## config.mk

```make
export PLATFORM = sky130hd
export DESIGN_NAME = ea_calc_stage
export DESIGN_NICKNAME = d
export VERILOG_FILES = /design/src/inc/ea_calc_pkg.sv /design/src/ea_calc_stage.sv
export VERILOG_INCLUDE_DIRS = /design/src /design/src/inc
export SDC_FILE = /design/constraint.sdc
export NUM_CORES = 2
export LEC_CHECK = 0
export CORE_MARGIN = 2
export CORE_UTILIZATION = 39
export CTS_CLUSTER_SIZE = 40
export DETAILED_ROUTE_END_ITERATION = 8
export DONT_BUFFER_PORTS = 1
export GPL_ROUTABILITY_DRIVEN = 0
export PLACE_DENSITY = 0.65
export REMOVE_ABC_BUFFERS = 1
export SYNTH_ARGS = -nofsm -noshare
export SYNTH_HDL_FRONTEND = slang
export SYNTH_SLANG_ARGS = --single-unit
```

## constraint.sdc

```tcl
create_clock -name clk -period 12.33 [get_ports clk]
set_clock_uncertainty 0.2 [all_clocks]
set_input_delay 1.233 -clock clk [delete_from_list [all_inputs] [get_ports clk]]
set_output_delay 1.233 -clock clk [all_outputs]
set_load 0.03 [all_outputs]
```

## src/inc/ea_calc_map.svh

```systemverilog
`ifndef EA_CALC_MAP_SVH
`define EA_CALC_MAP_SVH

`define EA_AW 32
`define EA_CW 5

`define EA_CNT_ONE 5'h01
`define EA_STALL_NONE 5'h00

`define EA_T_SIMPLE 5'h01
`define EA_T_PC_D16 5'h03
`define EA_T_BRIEF_AN 5'h03
`define EA_S_BRIEF_AN 5'h03
`define EA_T_BRIEF_PC 5'h05
`define EA_S_BRIEF_PC 5'h04

`define EA_T_FULL_IDX 5'h06
`define EA_T_FULL_IDX_BD 5'h07
`define EA_T_FULL_MEM 5'h09
`define EA_T_FULL_MEM_OD 5'h0A
`define EA_T_FULL_POST_X 5'h0A
`define EA_T_FULL_POST_X_OD 5'h0B
`define EA_S_FULL 5'h04
`define EA_S_FULL_POST_X 5'h06

`define EA_BYTE_STEP 32'h00000001
`define EA_WORD_STEP 32'h00000002
`define EA_LONG_STEP 32'h00000004

`define EA_BYTE_MASK 32'h000000FF
`define EA_WORD_MASK 32'h0000FFFF

`define EA_B_MSB 7
`define EA_W_MSB 15

`define EA_FETCH_ONE 2'h1
`define EA_FETCH_TWO 2'h2

`endif

```

## src/inc/ea_calc_pkg.sv

```systemverilog
package ea_calc_pkg;

  typedef enum logic [3:0] {
    MODE_DREG = 4'h0,
    MODE_AREG = 4'h1,
    MODE_IND = 4'h2,
    MODE_POSTINC = 4'h3,
    MODE_PREDEC = 4'h4,
    MODE_DISP16 = 4'h5,
    MODE_IDX_BRIEF = 4'h6,
    MODE_IDX_FULL = 4'h7,
    MODE_MEM_PRE = 4'h8,
    MODE_MEM_POST = 4'h9,
    MODE_PC_DISP16 = 4'hA,
    MODE_PC_IDX_BRIEF = 4'hB,
    MODE_ABS_W = 4'hC,
    MODE_ABS_L = 4'hD,
    MODE_IMM = 4'hE
  } ea_mode_t;

  typedef enum logic [1:0] {
    DISP_NONE = 2'h0,
    DISP_WORD = 2'h1,
    DISP_LONG = 2'h2
  } disp_size_t;

  typedef enum logic [1:0] {
    SIZE_BYTE = 2'h0,
    SIZE_WORD = 2'h1,
    SIZE_LONG = 2'h2
  } op_size_t;

  typedef enum logic [1:0] {
    ST_IDLE = 2'h0,
    ST_CALC = 2'h1
  } ea_state_t;

  typedef struct packed {
    ea_mode_t mode;
    logic base_pc;
    logic base_sup;
    logic idx_sup;
    logic idx_long;
    logic [1:0] idx_scale;
    disp_size_t bd_size;
    disp_size_t od_size;
    logic fiea;
    op_size_t op_size;
    logic [31:0] address_reg_operand;
    logic [31:0] index_reg_operand;
    logic [31:0] pc;
    logic [31:0] disp;
    logic [31:0] outer_displacement;
    logic [31:0] ext_word;
  } ea_req_t;

  typedef struct packed {
    logic [31:0] addr;
    logic [31:0] areg_next;
    logic areg_wr;
    logic is_reg;
    logic is_imm;
    logic [31:0] imm_data;
    logic [4:0] table_clocks;
    logic [4:0] stall_clock;
    logic [4:0] used_clocks;
    logic [1:0] fetch_clocks;
  } ea_resp_t;

endpackage

```

## src/ea_calc_stage.sv

```systemverilog
`timescale 1ns/10ps
`include "ea_calc_map.svh"
module ea_calc_stage (
  input wire logic clk,
  input wire logic rst_b,
  input wire logic req_valid,
  input wire ea_calc_pkg::ea_req_t req,
  output logic req_ready,
  input wire logic eu_prev_done,
  output logic ptr_rd_req,
  output logic [31:0] ptr_rd_addr,
  input wire logic ptr_rd_ack,
  input wire logic [31:0] ptr_rd_data,
  output logic resp_valid,
  output ea_calc_pkg::ea_resp_t resp
);
  import ea_calc_pkg::*;

  ea_state_t state_r;
  ea_state_t state_nxt;
  ea_req_t req_r;
  logic [4:0] cnt_r;
  logic [4:0] used_r;
  logic ptr_got_r;
  logic [31:0] ptr_r;
  logic resp_valid_r;
  ea_resp_t resp_r;

  wire is_full = (req_r.mode == MODE_IDX_FULL) || (req_r.mode == MODE_MEM_PRE) ||
                 (req_r.mode == MODE_MEM_POST);
  wire is_mem_ind = (req_r.mode == MODE_MEM_PRE) || (req_r.mode == MODE_MEM_POST);
  wire has_od = req_r.od_size != DISP_NONE;
  wire has_bd = req_r.bd_size != DISP_NONE;

  // Base count per form before the immediate and PC adjustments.
  wire [4:0] full_post_clk = req_r.idx_sup ?
    (has_od ? `EA_T_FULL_MEM_OD : `EA_T_FULL_MEM) :
    (has_od ? `EA_T_FULL_POST_X_OD : `EA_T_FULL_POST_X);
  wire [4:0] full_base_clk =
    (req_r.mode == MODE_IDX_FULL) ? (has_bd ? `EA_T_FULL_IDX_BD : `EA_T_FULL_IDX) :
    (req_r.mode == MODE_MEM_PRE) ? (has_od ? `EA_T_FULL_MEM_OD : `EA_T_FULL_MEM) :
    full_post_clk;
  wire [4:0] full_base_stall = ((req_r.mode == MODE_MEM_POST) && !req_r.idx_sup) ?
    `EA_S_FULL_POST_X : `EA_S_FULL;
  // The column is picked by the encoded base even when the base is suppressed.
  wire [4:0] full_adj = 5'((req_r.fiea ? 1 : 0) + (req_r.base_pc ? 1 : 0));

  wire [4:0] table_clk =
    is_full ? 5'(full_base_clk + full_adj) :
    (req_r.mode == MODE_PC_DISP16) ? `EA_T_PC_D16 :
    (req_r.mode == MODE_IDX_BRIEF) ? `EA_T_BRIEF_AN :
    (req_r.mode == MODE_PC_IDX_BRIEF) ? `EA_T_BRIEF_PC :
    `EA_T_SIMPLE;
  wire [4:0] stall_clk =
    is_full ? 5'(full_base_stall + full_adj) :
    (req_r.mode == MODE_IDX_BRIEF) ? `EA_S_BRIEF_AN :
    (req_r.mode == MODE_PC_IDX_BRIEF) ? `EA_S_BRIEF_PC :
    `EA_STALL_NONE;

  // Operand values.
  wire [31:0] idx_ext = req_r.idx_long ? req_r.index_reg_operand :
    {{16{req_r.index_reg_operand[`EA_W_MSB]}}, req_r.index_reg_operand[`EA_W_MSB:0]};
  wire [31:0] idx_scaled = idx_ext << req_r.idx_scale;
  wire [31:0] idx_term = req_r.idx_sup ? 32'h00000000 : idx_scaled;
  wire [31:0] byte_displacement = {{24{req_r.disp[`EA_B_MSB]}}, req_r.disp[`EA_B_MSB:0]};
  wire [31:0] word_displacement = {{16{req_r.disp[`EA_W_MSB]}}, req_r.disp[`EA_W_MSB:0]};
  wire [31:0] base_displacement = (req_r.bd_size == DISP_LONG) ? req_r.disp :
    (req_r.bd_size == DISP_WORD) ? word_displacement : 32'h00000000;
  wire [31:0] od_word = {{16{req_r.outer_displacement[`EA_W_MSB]}},
                         req_r.outer_displacement[`EA_W_MSB:0]};
  wire [31:0] od_val = (req_r.od_size == DISP_LONG) ? req_r.outer_displacement :
    (req_r.od_size == DISP_WORD) ? od_word : 32'h00000000;
  wire [31:0] full_base = req_r.base_sup ? 32'h00000000 :
    (req_r.base_pc ? req_r.pc : req_r.address_reg_operand);
  wire [31:0] step = (req_r.op_size == SIZE_BYTE) ? `EA_BYTE_STEP :
    (req_r.op_size == SIZE_WORD) ? `EA_WORD_STEP : `EA_LONG_STEP;

  // Intermediate address for the pointer read, final address after it.
  wire [31:0] pre_idx = ((req_r.mode == MODE_MEM_PRE) || (req_r.mode == MODE_IDX_FULL)) ?
    idx_term : 32'h00000000;
  wire [31:0] post_idx = (req_r.mode == MODE_MEM_POST) ? idx_term : 32'h00000000;
  wire [31:0] inter_addr = full_base + base_displacement + pre_idx;
  wire [31:0] ind_addr = ptr_r + post_idx + od_val;
  wire [31:0] predec_addr = req_r.address_reg_operand - step;
  wire [31:0] postinc_next = req_r.address_reg_operand + step;
  wire [31:0] abs_w_addr = {{16{req_r.ext_word[`EA_W_MSB]}}, req_r.ext_word[`EA_W_MSB:0]};

  logic [31:0] addr_sel;
  always_comb begin
    unique case (req_r.mode)
      MODE_IND: addr_sel = req_r.address_reg_operand;
      MODE_POSTINC: addr_sel = req_r.address_reg_operand;
      MODE_PREDEC: addr_sel = predec_addr;
      MODE_DISP16: addr_sel = req_r.address_reg_operand + word_displacement;
      MODE_IDX_BRIEF: addr_sel = req_r.address_reg_operand + byte_displacement + idx_term;
      MODE_IDX_FULL: addr_sel = inter_addr;
      MODE_MEM_PRE: addr_sel = ind_addr;
      MODE_MEM_POST: addr_sel = ind_addr;
      MODE_PC_DISP16: addr_sel = req_r.pc + word_displacement;
      MODE_PC_IDX_BRIEF: addr_sel = req_r.pc + byte_displacement + idx_term;
      MODE_ABS_W: addr_sel = abs_w_addr;
      MODE_ABS_L: addr_sel = req_r.ext_word;
      default: addr_sel = 32'h00000000;
    endcase
  end

  wire [31:0] imm_val = (req_r.op_size == SIZE_BYTE) ? (req_r.ext_word & `EA_BYTE_MASK) :
    (req_r.op_size == SIZE_WORD) ? (req_r.ext_word & `EA_WORD_MASK) : req_r.ext_word;
  wire is_reg = (req_r.mode == MODE_DREG) || (req_r.mode == MODE_AREG);
  wire is_imm = req_r.mode == MODE_IMM;
  wire [1:0] fetch_clk = is_mem_ind ? `EA_FETCH_TWO : `EA_FETCH_ONE;

  // Sequencing: stall point, pointer read, then completion.
  wire in_calc = state_r == ST_CALC;
  wire eu_stall = in_calc && (cnt_r == stall_clk) && !eu_prev_done;
  wire ptr_clk = in_calc && is_mem_ind && !ptr_got_r && (cnt_r > stall_clk);
  wire ptr_wait = ptr_clk && !ptr_rd_ack;
  wire hold = eu_stall || ptr_wait;
  wire at_end = in_calc && (cnt_r >= table_clk) && !hold;
  wire accept = req_valid && req_ready;

  // A new request is taken in the clock the previous result leaves.
  assign req_ready = (state_r == ST_IDLE) || at_end;
  assign ptr_rd_req = ptr_clk && !eu_stall;
  assign ptr_rd_addr = inter_addr;
  assign resp_valid = resp_valid_r;
  assign resp = resp_r;

  always_comb begin
    state_nxt = state_r;
    unique case (state_r)
      ST_IDLE: begin
        if (accept) begin
          state_nxt = ST_CALC;
        end
      end
      ST_CALC: begin
        if (at_end && !accept) begin
          state_nxt = ST_IDLE;
        end
      end
      default: state_nxt = ST_IDLE;
    endcase
  end

  wire [4:0] cnt_nxt = accept ? `EA_CNT_ONE :
    (in_calc && (cnt_r < table_clk) && !hold) ? 5'(cnt_r + 5'h01) : cnt_r;
  wire [4:0] used_nxt = accept ? `EA_CNT_ONE : in_calc ? 5'(used_r + 5'h01) : used_r;
  wire ptr_got_nxt = accept ? 1'b0 : (ptr_rd_req && ptr_rd_ack) ? 1'b1 : ptr_got_r;

  ea_resp_t resp_nxt;
  always_comb begin
    resp_nxt = resp_r;
    if (at_end) begin
      resp_nxt.addr = addr_sel;
      resp_nxt.areg_next = (req_r.mode == MODE_PREDEC) ? predec_addr : postinc_next;
      resp_nxt.areg_wr = (req_r.mode == MODE_PREDEC) || (req_r.mode == MODE_POSTINC);
      resp_nxt.is_reg = is_reg;
      resp_nxt.is_imm = is_imm;
      resp_nxt.imm_data = is_imm ? imm_val : 32'h00000000;
      resp_nxt.table_clocks = table_clk;
      resp_nxt.stall_clock = stall_clk;
      resp_nxt.used_clocks = used_r;
      resp_nxt.fetch_clocks = fetch_clk;
    end
  end

  always_ff @(posedge clk or negedge rst_b) begin
    if (!rst_b) begin
      state_r <= ST_IDLE;
      req_r <= '0;
      cnt_r <= 5'h00;
      used_r <= 5'h00;
      ptr_got_r <= 1'b0;
      ptr_r <= 32'h00000000;
      resp_valid_r <= 1'b0;
      resp_r <= '0;
    end else begin
      state_r <= state_nxt;
      req_r <= accept ? req : req_r;
      cnt_r <= cnt_nxt;
      used_r <= used_nxt;
      ptr_got_r <= ptr_got_nxt;
      ptr_r <= (ptr_rd_req && ptr_rd_ack) ? ptr_rd_data : ptr_r;
      resp_valid_r <= at_end;
      resp_r <= resp_nxt;
    end
  end

endmodule

```

==> impl_metrics.yaml <==
routing:
  drt_iter0_markers: 2884
  wl_um: 114400
  dr.pass1.iters: 5
  drc: 0
  via_per_inst: 5.793
  wire_per_inst_um: 23.51
  drtAntennaViolNets: 0
  vias: 28200
placement:
  dp_hpwl_um: 88330
  port_buffers: 0
  dp.cells: 4775
sta:
  fmax_ghz: 0.1274
  finalCriticalPeriod_ns: 7.848
  fin_crit_sh_pct: 63.65
  hold_viol_final: 0
  max-slew-margin-rel_pct: 12.08
  hold_slack_ns: 0.1541
  worst_slew_pin_slew_ns: 1.286
  drv_slew: 0
  rsz0062_at_grt: "no"
  setup_viol: 0
  finalSetupTns_ns: 0
synth:
  ys_seq_area_share_pct: 29.53
  yosysUniqueCellTypes: 98
  syn_inst: 3874
  synth_most_common_cell: "nand2_1"
  synth.area.top_cells: "dfrtp_1 30%, nand2_1 10%, fa_1 8.3%, ha_1 6.9%, inv_1 5.0%"
  synth_top_cell_by_area: "dfrtp_1"
  synth_edf_count: 0
  synth_ff_type: "dfrtp_1"
  ys_ff_latch: 368
  synth_common_cells: "839 x nand2_1, 413 x inv_1, 368 x dfrtp_1"
  synth_area_per_cell_sq_um: 8.049
  synth_top_area_share_pct: 29.53
  async_flop_share_pct: 100.0
  synth_area_sq_um: 31180
  yosys_warnings: 0
clock_network:
  cts_num_sinks: 368
  cts_max_path_buffers: 3
  path_clk_slew_ns: 0.06
  h-tree-depth: 2
  cts_buffers: 45
  cts_hold_buf: 0
  insertion_delay_ns: 0.60
  cts_tree: "yes"
  cts_resized: 0
  root_buffer: "clkbuf_16"
  postCtsSetupBuffers: 0
setup_path:
  cpMostUsedCell: "nand2_1"
  end_kind: "primary output"
  regToRegEndpoint: "od_word[5]"
  r2r_setup_slack_ns: 5.30
  cpLargestDelayFamily: "compound AO/OA/AOI/OAI gates"
  slowest_delay_ns: 0.65
  critical-path-slowest-cell: "xnor2_1"
  crit_arrival_ns: 6.41
  start_kind: "flip-flop"
  reg2reg_depth: 16
  worst-path-stages: 17
  timing.critical_path.from: "req_r[207]"
  cp_max_fo: 32
  r2r_start: "req_r[207]"
  critPathRequiredTime_ns: 10.90
  crit_chain: "nor2b_1 -> nand3_1 -> o21ai_2 -> buf_4 -> nand2_1 -> fa_1 -> inv_1 -> ha_1 -> a21oi_1 -> nand3b_1 -> o31ai_2 -> nor3_1 -> o31a_1 -> a41o_1 -> nand2b_1 -> nand2_1 -> xnor2_1"
  crit_buf_inv: 2
  critPathKind: "flip-flop to primary output"
final_layout:
  final_nets: 4320
  final_cell_count_no_fill: 4868
  drive_above_1_share_pct: 6.782
  area_delta_synth_final_pct: 8.053
  final_util_pct: 42.58
  fillCellCount: 8019
global_routing:
  grt_pass1_vias: 26910
  antenna_found_initial: 34
  grt_usage_pct: 27.12
  grt_overflow: 0
  grt_max_degree: 369
  grt_pass1_wl_um: 168600
die:
  start_util_pct: 39.41
  dieArea_sq_um: 82230
  rows: 103
  die-height_um: 286.8
  core_area_sq_um: 79130
  ios: 397
  die_width_um: 286.8
flow_run:
  maxCapViolations: 0
worst_hold_path:
  min_path_type: "input port to asynchronous set/reset pin"
status:
  status: "finished clean"
## metrics by stage
stage                     area (sq um)  worst slack, ns
after floorplan                  30330            1.590
after global placement           32100            5.368
after detailed placement         32100            5.241
after CTS                        33660            4.555
after global routing             33690            4.159
final                            33690            4.482
## how the worst max path moves through the flow
| stage | slack [ns] | endpoint |
|---|---|---|
| floorplan | 1.59 | byte_displacement[1] |
| global placement | 5.37 | ptr_rd_addr[29] |
| detailed placement | 5.24 | ptr_rd_addr[29] |
| CTS | 4.56 | ptr_rd_addr[29] |
| global route | 4.16 | ptr_rd_addr[17] |
| finish | 4.48 | ptr_rd_addr[30] |
## cell usage in the layout, fill, tap and decap left out, types with 11 or more instances in the layout
cell type / count
o21a_1: 13
diode_2: 14
xor2_1: 52
nor2b_1: 37
o31ai_1: 17
a21oi_1: 242
fa_1: 130
or2_2: 41
xnor2_1: 124
a22o_1: 39
nor2_1: 171
buf_4: 44
a211oi_1: 40
a221oi_1: 30
a22oi_1: 20
nand3_1: 51
inv_1: 412
nand2_1: 837
o21ai_0: 271
dfrtp_1: 366
o211ai_1: 21
and3_1: 27
a21o_1: 62
mux2_2: 43
o21bai_1: 18
o22ai_1: 13
ha_1: 172
mux2i_1: 77
clkbuf_16: 45
nand4_1: 30
nor3_1: 47
a31oi_1: 42
and2_1: 11
nand2b_1: 30
## worst reg2reg max path: cells and delay by family (launching register included)
kind                       cells  cell delay, ns
DFF                            1            0.59
AOI/OAI and AO/OA              5            1.55
buffers and inverters          1            0.80
adders and majority gates      3            0.99
and+or+nand+nor                7            2.86
## sequential cells by signal, indices dropped and copies added, names as in the netlist
register / cells
req_r: 169
resp: 114
ptr_r: 32
abs_w_addr: 16
od_word: 16
byte_displacement: 8
cnt_r: 5
used_r: 5
ptr_got_r: 1
resp_valid: 1
state_r: 1
## final cells by class
cell class	count	area [sq um]	area share, %
Multi-Input combinational cell	2895	19640	58.29
Sequential cell	368	9211	27.34
Tap cell	1050	1314	3.899
Inverter	416	1563	4.638
Clock buffer	57	1211	3.595
Timing Repair Buffer	46	370.4	1.099
Clock inverter	22	347.8	1.032
Antenna cell	14	35.03	0.1040
## kinds of logic (layout without fill, tap and decap cells)
group | count (synthesis) | count (layout) | synth area share, %
adders and majority gates | 302 | 302 | 15.25
muxes | 120 | 120 | 4.025
DFF | 368 | 368 | 29.53
AOI/OAI and AO/OA | 952 | 952 | 19.71
xor gates and xnor gates | 177 | 177 | 4.996
buffers and inverters | 612 | 541 | 7.752
other | 1 | 16 | 0.01203
and+or+nand+nor | 1342 | 1342 | 18.73
## layer usage
metal,routed length [um],GRT usage [%]
met1,46350,35.83
met2,49340,40.77
met3,13630,8.959
met4,4836,11.07
met5,279,0
Power is not shown: default switching activity piles up to over one toggle a cycle in this logic, so the estimate is an artifact.
